### src/core/vowl_defs.vh
// Constants for the output-voltage protection register block.
// Assumes a 100 MHz core clock and a serial transaction engine outside.
`ifndef VOWL_DEFS_VH
`define VOWL_DEFS_VH

// Command codes
`define VOWL_CMD_OV_FAULT_ACTION 8'h41
`define VOWL_CMD_OV_WARN_LIMIT 8'h42
`define VOWL_CMD_UV_WARN_LIMIT 8'h43

// Fields of the fault action byte
`define VOWL_ACT_MSB 7
`define VOWL_ACT_LSB 6
`define VOWL_RETRY_MSB 5
`define VOWL_RETRY_LSB 3
`define VOWL_SCALE_MSB 2
`define VOWL_SCALE_LSB 0
`define VOWL_ACT_IGNORE 2'h0
`define VOWL_ACT_INVALID 2'h3
`define VOWL_RETRY_LATCH 3'h0
`define VOWL_RETRY_FOREVER 3'h7

// Reset values (stand-ins for the non-volatile copy)
`define VOWL_OV_ACTION_RST 8'h80
`define VOWL_OV_WARN_RST 16'h0233
`define VOWL_UV_WARN_RST 16'h01cd
`define VOWL_OV_PCT_RST 8'h6e
`define VOWL_UV_PCT_RST 8'h5a

// Hardware percentage windows
`define VOWL_OV_PCT_LO 103
`define VOWL_OV_PCT_HI 116
`define VOWL_UV_PCT_LO 84
`define VOWL_UV_PCT_HI 97

// Relative format: 512 counts equal the full target
`define VOWL_REL_FULL_SCALE 16'h0200

// Output status bit positions
`define VOWL_SV_OVF 7
`define VOWL_SV_OVW 6
`define VOWL_SV_UVW 5

// Timing: rise time and startup timeout come in microseconds
`define VOWL_CLK_PERIOD_NS 10
`define VOWL_TIME_UNIT_NS 1000
`define VOWL_UNIT_CYCLES (`VOWL_TIME_UNIT_NS / `VOWL_CLK_PERIOD_NS)

`endif

### src/core/vowl_top.v
// Output-voltage protection: fault action byte, warning limits, restart control.
// Assumes a transaction engine on core_clk_in issues command-coded word strobes,
// and that sense, fault comparator and enable arrive unsynchronised from pins.
`timescale 1ns/1ps
`default_nettype none
`include "vowl_defs.vh"

module vowl_top (
	// Clock and reset
	input wire core_clk_in,
	input wire rst_in,
	// Command port from the transaction engine
	input wire [7:0] cmd_code_in,
	input wire wr_strobe_in,
	input wire rd_strobe_in,
	input wire [15:0] wr_data_in,
	output reg [15:0] rd_data_out,
	output reg rd_valid_out,
	input wire clear_faults_in,
	// Converter settings owned elsewhere
	input wire [15:0] output_voltage_target_in,
	input wire voltage_format_select_in,
	input wire [15:0] soft_start_rise_time_in,
	input wire [15:0] startup_timeout_limit_in,
	// Pins from the power stage
	input wire [15:0] vout_sense_in,
	input wire ov_fault_cmp_in,
	input wire other_shutdown_fault_in,
	input wire output_enable_in,
	// Power stage control
	output reg power_stage_on_out,
	// Status and notification
	output reg status_byte_ovf_out,
	output wire status_word_vout_out,
	output reg [7:0] status_vout_out,
	output reg cml_invalid_data_out,
	output wire alert_out
);
	localparam ST_OFF = 6'h01;
	localparam ST_RISE = 6'h02;
	localparam ST_CHECK = 6'h04;
	localparam ST_ON = 6'h08;
	localparam ST_RESTART_WAIT_PERIOD = 6'h10;
	localparam ST_LATCH = 6'h20;
	localparam integer UNIT_CYC_I = `VOWL_UNIT_CYCLES;
	localparam [7:0] UNIT_CYC = UNIT_CYC_I[7:0];

	// Configuration registers
	reg [7:0] ov_fault_action_cfg_r;
	reg [15:0] ov_warning_threshold_r;
	reg [15:0] uv_warning_threshold_r;
	reg [7:0] ov_pct_r;
	reg [7:0] uv_pct_r;

	// Synchronised pins; the sense word is a slow ADC code, so a torn
	// sample at most shifts one comparison by one cycle
	wire [15:0] sense_s;
	wire ov_fault_s;
	wire other_fault_s;
	wire enable_s;

	vowl_sync #(
		.WIDTH(19)
	) u_sync (
		.core_clk_in(core_clk_in),
		.rst_in(rst_in),
		.async_in({vout_sense_in, ov_fault_cmp_in, other_shutdown_fault_in, output_enable_in}),
		.sync_out({sense_s, ov_fault_s, other_fault_s, enable_s})
	);

	// Limit mapping against the target present at write time
	wire [15:0] ref_target = voltage_format_select_in ? `VOWL_REL_FULL_SCALE
		: output_voltage_target_in;
	wire [7:0] ov_pct_map;
	wire [7:0] uv_pct_map;
	wire ov_map_ok;
	wire uv_map_ok;

	vowl_pct_map #(
		.LO(`VOWL_OV_PCT_LO),
		.HI(`VOWL_OV_PCT_HI),
		.ROUND_UP(1)
	) u_ov_map (
		.value_in(wr_data_in),
		.target_in(ref_target),
		.pct_out(ov_pct_map),
		.valid_out(ov_map_ok)
	);

	vowl_pct_map #(
		.LO(`VOWL_UV_PCT_LO),
		.HI(`VOWL_UV_PCT_HI),
		.ROUND_UP(0)
	) u_uv_map (
		.value_in(wr_data_in),
		.target_in(ref_target),
		.pct_out(uv_pct_map),
		.valid_out(uv_map_ok)
	);

	// Register writes and invalid-data detection
	wire wr_act = wr_strobe_in && (cmd_code_in == `VOWL_CMD_OV_FAULT_ACTION);
	wire wr_ovw = wr_strobe_in && (cmd_code_in == `VOWL_CMD_OV_WARN_LIMIT);
	wire wr_uvw = wr_strobe_in && (cmd_code_in == `VOWL_CMD_UV_WARN_LIMIT);
	wire act_ok = wr_data_in[`VOWL_ACT_MSB:`VOWL_ACT_LSB] != `VOWL_ACT_INVALID;
	wire bad_write = (wr_act && !act_ok) || (wr_ovw && !ov_map_ok)
		|| (wr_uvw && !uv_map_ok);

	always @(posedge core_clk_in) begin
		if (rst_in) begin
			ov_fault_action_cfg_r <= `VOWL_OV_ACTION_RST;
			ov_warning_threshold_r <= `VOWL_OV_WARN_RST;
			uv_warning_threshold_r <= `VOWL_UV_WARN_RST;
			ov_pct_r <= `VOWL_OV_PCT_RST;
			uv_pct_r <= `VOWL_UV_PCT_RST;
		end else begin
			if (wr_act && act_ok) begin
				ov_fault_action_cfg_r <= wr_data_in[7:0];
			end
			// Stored word is never touched by target changes
			if (wr_ovw && ov_map_ok) begin
				ov_warning_threshold_r <= wr_data_in;
				ov_pct_r <= ov_pct_map;
			end
			if (wr_uvw && uv_map_ok) begin
				uv_warning_threshold_r <= wr_data_in;
				uv_pct_r <= uv_pct_map;
			end
		end
	end

	// Register reads, answered one cycle after the strobe
	always @(posedge core_clk_in) begin
		if (rst_in) begin
			rd_data_out <= 16'h0000;
			rd_valid_out <= 1'b0;
		end else begin
			rd_valid_out <= rd_strobe_in;
			if (rd_strobe_in) begin
				case (cmd_code_in)
					`VOWL_CMD_OV_FAULT_ACTION: rd_data_out <= {8'h00, ov_fault_action_cfg_r};
					`VOWL_CMD_OV_WARN_LIMIT: rd_data_out <= ov_warning_threshold_r;
					`VOWL_CMD_UV_WARN_LIMIT: rd_data_out <= uv_warning_threshold_r;
					default: rd_data_out <= 16'h0000;
				endcase
			end
		end
	end

	// Warning comparators, scaled by the present target
	wire [31:0] sense100 = {16'h0000, sense_s} * 32'd100;
	wire [31:0] ov_thr = {16'h0000, output_voltage_target_in} * {24'h000000, ov_pct_r};
	wire [31:0] uv_thr = {16'h0000, output_voltage_target_in} * {24'h000000, uv_pct_r};
	// The sense chain shows zero for two edges after reset; without this
	// gate that zero would raise a false undervoltage warning
	reg [1:0] settle_r;
	wire ov_warn = settle_r[1] && (sense100 > ov_thr);
	wire uv_warn = settle_r[1] && (sense100 < uv_thr);

	// Restart control
	wire [1:0] act = ov_fault_action_cfg_r[`VOWL_ACT_MSB:`VOWL_ACT_LSB];
	wire [2:0] retry = ov_fault_action_cfg_r[`VOWL_RETRY_MSB:`VOWL_RETRY_LSB];
	wire [2:0] scale = ov_fault_action_cfg_r[`VOWL_SCALE_MSB:`VOWL_SCALE_LSB];
	wire ov_shutdown = ov_fault_s && (act != `VOWL_ACT_IGNORE);
	wire shutdown_fault = ov_shutdown || other_fault_s;
	wire [2:0] restart_wait_period_mult = (scale == 3'h0) ? 3'h1 : scale;
	wire [31:0] rise_u = {16'h0000, soft_start_rise_time_in};
	wire [31:0] tmo_u = {16'h0000, startup_timeout_limit_in};
	// Check window opens at rise end, or at the timeout when one is set
	wire [31:0] win_start = (tmo_u != 32'h0) ? tmo_u : rise_u;
	wire [31:0] win_end = win_start + rise_u;
	wire [31:0] restart_wait_period_u = rise_u * {29'h0, restart_wait_period_mult};

	reg [5:0] state_r;
	reg [5:0] state_nxt;
	reg [7:0] pre_r;
	reg [31:0] elapsed_r;
	reg [2:0] attempts_r;
	reg [2:0] attempts_nxt;
	wire tick = (pre_r == UNIT_CYC - 8'h01);

	always @* begin
		state_nxt = state_r;
		attempts_nxt = attempts_r;
		case (state_r)
			ST_OFF: begin
				// Ignore mode cannot mask a fault that is already there
				if (enable_s && !(ov_fault_s && act == `VOWL_ACT_IGNORE)) begin
					state_nxt = ST_RISE;
				end
			end
			ST_RISE: begin
				if (tick && elapsed_r + 32'h1 >= win_start) begin
					state_nxt = ST_CHECK;
				end
			end
			ST_CHECK: begin
				if (tick && elapsed_r + 32'h1 >= win_end) begin
					state_nxt = ST_ON;
					attempts_nxt = 3'h0;
				end
			end
			ST_ON: state_nxt = ST_ON;
			ST_RESTART_WAIT_PERIOD: begin
				if (tick && elapsed_r + 32'h1 >= restart_wait_period_u) begin
					state_nxt = ST_RISE;
				end
			end
			ST_LATCH: state_nxt = ST_LATCH;
			default: state_nxt = ST_OFF;
		endcase
		if (shutdown_fault && (state_r == ST_RISE || state_r == ST_CHECK
			|| state_r == ST_ON)) begin
			if (retry == `VOWL_RETRY_LATCH) begin
				state_nxt = ST_LATCH;
			end else if (retry == `VOWL_RETRY_FOREVER) begin
				state_nxt = ST_RESTART_WAIT_PERIOD;
			end else if (attempts_r >= retry) begin
				state_nxt = ST_LATCH;
			end else begin
				state_nxt = ST_RESTART_WAIT_PERIOD;
				attempts_nxt = attempts_r + 3'h1;
			end
		end
		// Commanding off ends any retry or latch
		if (!enable_s) begin
			state_nxt = ST_OFF;
			attempts_nxt = 3'h0;
		end
	end

	always @(posedge core_clk_in) begin
		if (rst_in) begin
			state_r <= ST_OFF;
			attempts_r <= 3'h0;
			pre_r <= 8'h00;
			elapsed_r <= 32'h0;
			power_stage_on_out <= 1'b0;
		end else begin
			state_r <= state_nxt;
			attempts_r <= attempts_nxt;
			// Times restart from zero on every state change except RISE to CHECK, where elapsed_r loads win_start
			if (state_nxt != state_r) begin
				pre_r <= 8'h00;
				elapsed_r <= 32'h0;
			end else if (tick) begin
				pre_r <= 8'h00;
				elapsed_r <= elapsed_r + 32'h1;
			end else begin
				pre_r <= pre_r + 8'h01;
			end
			// CHECK keeps counting from rise start so one clock reaches win_end
			if (state_r == ST_RISE && state_nxt == ST_CHECK) begin
				elapsed_r <= win_start;
			end
			power_stage_on_out <= (state_nxt == ST_RISE) || (state_nxt == ST_CHECK)
				|| (state_nxt == ST_ON);
		end
	end

	// Sticky status; a new event in the clearing cycle wins
	always @(posedge core_clk_in) begin
		if (rst_in) begin
			status_byte_ovf_out <= 1'b0;
			status_vout_out <= 8'h00;
			settle_r <= 2'h0;
			cml_invalid_data_out <= 1'b0;
		end else begin
			status_byte_ovf_out <= (status_byte_ovf_out && !clear_faults_in)
				|| ov_fault_s;
			status_vout_out[`VOWL_SV_OVF] <= (status_vout_out[`VOWL_SV_OVF]
				&& !clear_faults_in) || ov_fault_s;
			status_vout_out[`VOWL_SV_OVW] <= (status_vout_out[`VOWL_SV_OVW]
				&& !clear_faults_in) || ov_warn;
			status_vout_out[`VOWL_SV_UVW] <= (status_vout_out[`VOWL_SV_UVW]
				&& !clear_faults_in) || uv_warn;
			status_vout_out[4:0] <= 5'h00;
			settle_r <= {settle_r[0], 1'b1};
			cml_invalid_data_out <= (cml_invalid_data_out && !clear_faults_in)
				|| bad_write;
		end
	end

	// Summary bit and host notification
	assign status_word_vout_out = |status_vout_out;
	assign alert_out = status_word_vout_out || status_byte_ovf_out
		|| cml_invalid_data_out;
endmodule
`default_nettype wire

### src/core/vowl_sync.v
// Two flip-flop synchroniser for a group of independent levels.
// Assumes each bit may change at any time relative to core_clk_in.
`timescale 1ns/1ps
`default_nettype none
module vowl_sync #(
	parameter WIDTH = 1
) (
	// Clock and reset
	input wire core_clk_in,
	input wire rst_in,
	// Levels
	input wire [WIDTH-1:0] async_in,
	output reg [WIDTH-1:0] sync_out
);
	reg [WIDTH-1:0] meta_r;

	always @(posedge core_clk_in) begin
		if (rst_in) begin
			meta_r <= {WIDTH{1'b0}};
			sync_out <= {WIDTH{1'b0}};
		end else begin
			meta_r <= async_in;
			sync_out <= meta_r;
		end
	end
endmodule
`default_nettype wire

### src/core/vowl_pct_map.v
// Maps a warning limit word onto a whole-percent hardware threshold.
// Assumes target is nonzero; a zero target always reports invalid.
`timescale 1ns/1ps
`default_nettype none
module vowl_pct_map #(
	parameter LO = 103,
	parameter HI = 116,
	parameter ROUND_UP = 1
) (
	// Limit and reference
	input wire [15:0] value_in,
	input wire [15:0] target_in,
	// Result
	output reg [7:0] pct_out,
	output wire valid_out
);
	localparam N = HI - LO + 1;
	wire [31:0] v100 = {16'h0000, value_in} * 32'd100;
	wire [31:0] lo_t = {16'h0000, target_in} * LO;
	wire [31:0] hi_t = {16'h0000, target_in} * HI;
	wire [N-1:0] hit;
	integer i;

	genvar k;
	generate
		for (k = 0; k < N; k = k + 1) begin : g_step
			wire [31:0] step_t = {16'h0000, target_in} * (LO + k);
			assign hit[k] = ROUND_UP ? (v100 <= step_t) : (v100 >= step_t);
		end
	endgenerate

	assign valid_out = (target_in != 16'h0000) && (v100 >= lo_t) && (v100 <= hi_t);

	// Pick the nearest step in the rounding direction
	always @* begin
		pct_out = LO[7:0];
		if (ROUND_UP) begin
			for (i = N - 1; i >= 0; i = i - 1) begin
				if (hit[i]) begin
					pct_out = LO[7:0] + i[7:0];
				end
			end
		end else begin
			for (i = 0; i < N; i = i + 1) begin
				if (hit[i]) begin
					pct_out = LO[7:0] + i[7:0];
				end
			end
		end
	end
endmodule
`default_nettype wire

### config.mk
export PLATFORM = sky130hd
export DESIGN_NAME = vowl_top
export DESIGN_NICKNAME = d
export VERILOG_FILES = /design/src/core/vowl_top.v /design/src/core/vowl_sync.v /design/src/core/vowl_pct_map.v
export VERILOG_INCLUDE_DIRS = /design/src /design/src/core
export SDC_FILE = /design/constraint.sdc
export NUM_CORES = 2
export LEC_CHECK = 0
export BUFFER_PORTS_ARGS = -buffer_cell sky130_fd_sc_hd__buf_2
export CAP_MARGIN = 20
export CORE_UTILIZATION = 50
export CTS_CLUSTER_DIAMETER = 200
export DETAILED_ROUTE_END_ITERATION = 12
export GPL_TIMING_DRIVEN = 0
export MAX_ROUTING_LAYER = met4
export PLACE_DENSITY = 0.66
export SETUP_SLACK_MARGIN = 0.1
export SLEW_MARGIN = 20
export SYNTH_ARGS = -nofsm -noshare
export SYNTH_HDL_FRONTEND = slang
export SYNTH_SLANG_ARGS = --single-unit
### constraint.sdc
create_clock -name core_clk_in -period 11.28 [get_ports core_clk_in]
set_input_delay 0 -clock core_clk_in [delete_from_list [all_inputs] [get_ports core_clk_in]]
set_output_delay 0 -clock core_clk_in [all_outputs]
set_load 0.03 [all_outputs]
==> flow_summary.yaml <==
placement:
  place_inst: 9926
  io_buffer_count: 121
  post-dp-hpwl_mm: 199.5
  globalplace.congestion: 1.056
final_layout:
  most_common_cell_after_layout_fill_and_taps_aside: "ha_1"
  top_library_cells_by_usage_in_the_layout_fill_and_taps_aside: "ha_1 (1517), inv_1 (1207), fa_1 (699)"
  finalNonFillerCells: 10010
  finalNetCount: 10540
  area_delta_synth_final_pct: 7.947
  final_core_util_pct: 54.61
  drive_above_1_share_pct: 4.757
setup_path:
  timing.critical_path.required_ns: 11.60
  critical-path-top-delay-family: "compound AO/OA/AOI/OAI gates"
  cp.arrival_ns: 11.68
  timing.critical_path.fanout_max: 15
  slowest_stage: "nand2_1"
  critPathBufInv: 6
  timing_worst_setup_path_type: "in -> reg"
  critPathMaxStageDelay_ns: 1.35
  crit_path_end_kind: "flop"
  crit_path_start_kind: "input port"
global_routing:
  grt_start_max_net_pins: 32
  first_global_vias: 57920
  antenna_found_initial: 5
  grt_pass1_wl_mm: 353.9
  grt.overflow.total: 0
  global_route.usage.total_pct: 35.28
power_and_ir_drop:
  power_density_nw_per_um2: 199.1
  power.total_uw: 14580
  leakagePower_uw: 0.03748
  vdd_ir_drop_max_uv: 107.2
yosys:
  ys_dominant_reg_cell: "dfxtp_1"
  syn_area_per_cell_um2: 8.526
  post_synthesis_instance_area_um2: 67860
  synthesis.instances: 7959
  post-synth-top-area-cell: "ha_1"
  synth_async_sr_flop_share_pct: 0
  synth.lib_cells_used.distinct: 89
  yosys_warnings: 0
  ys_seq_elements: 163
  yosys.area.top_type_share_pct: 28.05
  synth_top_cells_by_area: "ha_1 (28%), fa_1 (21%), inv_1 (6.7%)"
  synth_enable_flop_cells: 0
  synth.yosys.seq_area_share_pct: 4.809
floorplan:
  core_area_um2: 134100
  fp.dieArea_um2: 137200
  design.portCount: 127
  effective_utilization_at_floorplan_pct: 50.59
  die-height_um: 370.4
  placement_rows: 134
  chipWidth_um: 370.4
sta:
  layout_worst_path_cycle_share_pct: 100.6
  timing.slew.headroom_pct: 15.48
  worst_slack_ns: -0.07310
  slew_violations: 0
  hold_slack_ns: 0.01564
  grt_setup_unrepaired: "yes"
  timing.final.crit_period_ns: 11.35
  setup_violations: 2
  skew_ns: 0.01958
  max_slew.worst_pin.slew_ns: 1.268
  finalHoldViolCount: 0
  fmax_mhz: 88.08
run:
  timing.max_cap.violations: 0
clock_network:
  numCtsBuffers: 17
  tritoncts: "built"
  cts-root-to-sink-buffers: 2
  cts-htree-levels: 4
  numClockSinks: 163
  clkLatencyLatePin_ns: 0.45
  post-cts-setup-buffers: 0
  clock-root-buffer: "clkbuf_16"
  clkSlewWorstSetupHoldPaths_ns: 0.08
run_status:
  status: "finished, violations left"
  violations: "negative setup slack"
routing:
  wl_per_cell_um: 23.78
  detail_route.iter0.violations: 5538
  remaining_antenna_violation_count_after_routing: 0
  detail_route.wirelength_mm: 238.1
  vias_per_cell: 6.035
  remaining_drc_errors: 0
  num_vias: 60420
  firstDrtPassIters: 6
worst_hold_path:
  min-delay-path-class: "in -> reg"
## routing by layer
metal | share of wire (%) | track usage, % | vias to the layer above
met5 | 0 | - | -
met4 | 4.2 | 12.29 | 0
met3 | 10 | 6.906 | 429
met2 | 42 | 51.10 | 2603
met1 | 44 | 48.58 | 29320
li1 | - | - | 28060
## report_power, final
part	internal, uW	switching, uW
clock network	341	285
registers	585	9.11
logic	5440	7920
total	6370	8220
## registers in the layout (all words and copies together), names as in the netlist, 8 cells and up
register,cells
ov_warning_threshold_r,16
elapsed_r,32
rd_data_out,16
u_sync.meta_r,19
u_sync.sync_out,19
pre_r,8
uv_warning_threshold_r,16
ov_fault_action_cfg_r,8
## final timing paths
check                                 from                   to  slack [ns]  cells after the start
setup / recovery  voltage_format_select_in          ov_pct_r[3]       -0.07                     27
hold / removal             clear_faults_in   status_vout_out[6]        0.02                      4
setup reg to reg  ov_fault_action_cfg_r[1]        elapsed_r[29]        4.07                     27
hold reg to reg          u_sync.meta_r[10]  u_sync.sync_out[10]        0.44                      1
## timing repair
item                                   4_1_cts  5_1_grt
endpoints found under the hold margin       72        0
setup endpoints to repair                    0       17
resized for setup                            0        4
hold buffers                                50        0
## through the flow
step                TNS (ns)  instance area [um2]  worst slack [ns]
finish              -0.08679                73250          -0.07310
global route               0                73250           0.07907
CTS                        0                73220            0.3459
detailed placement   -0.1525                72090           -0.1089
global placement     -113.60                70690            -3.503
floorplan                  0                67870             2.376
## synth_stat cells, types with 28 or more instances
cell and number:
mux2i_1 44, and3_1 66, clkbuf_1 91, a41oi_1 32, a31o_2 28, xor2_1 257, nand4_1 107, or2_2 32
nor2_1 386, o21bai_1 61, nor3_1 157, or3_1 55, nand3_1 171, o21ai_0 309, a21o_1 275, nand2b_1 108
a21oi_1 498, o31ai_1 30, a31oi_1 71, nand2_1 392, ha_1 1521, and2_1 157, xnor2_1 346, o211ai_1 36
nor4_1 31, nor2b_1 141, fa_1 699, a211oi_1 53, dfxtp_1 163, inv_1 1217, o2111ai_1 29, o21a_1 58
## final cells by class
| type | instances | area (um2) |
|---|---|---|
| antenna | 3 | 7.507 |
| sequential | 163 | 3263 |
| clock inverter | 15 | 207.7 |
| fill | 12520 | 60880 |
| tap | 1768 | 2212 |
| buffer | 111 | 462.9 |
| inverter | 1223 | 4603 |
| clock buffer | 17 | 425.4 |
| multi-input combinational | 6466 | 59850 |
| timing repair buffer | 245 | 2213 |
## tightest hold or removal path, stage by stage
cell	delay [ns]
buf_2	0.08
inv_1	0.15
nand2_1	0.10
o32ai_1	0.08
## cell families (layout without fill, tap and decap cells)
logic type      count (synthesis)  in the layout  synth area share [%]
compound gates               1711           1711                 16.42
xor+xnor                      603            603                 7.783
fa+ha+maj                    2220           2220                 48.67
buf+inv                      1334           1611                 7.446
flops                         163            163                 4.809
mux                            52             52                0.7818
other cells                     1              8              0.005526
simple gates                 1875           1875                 14.08
(Power assumes the default switching activity.)
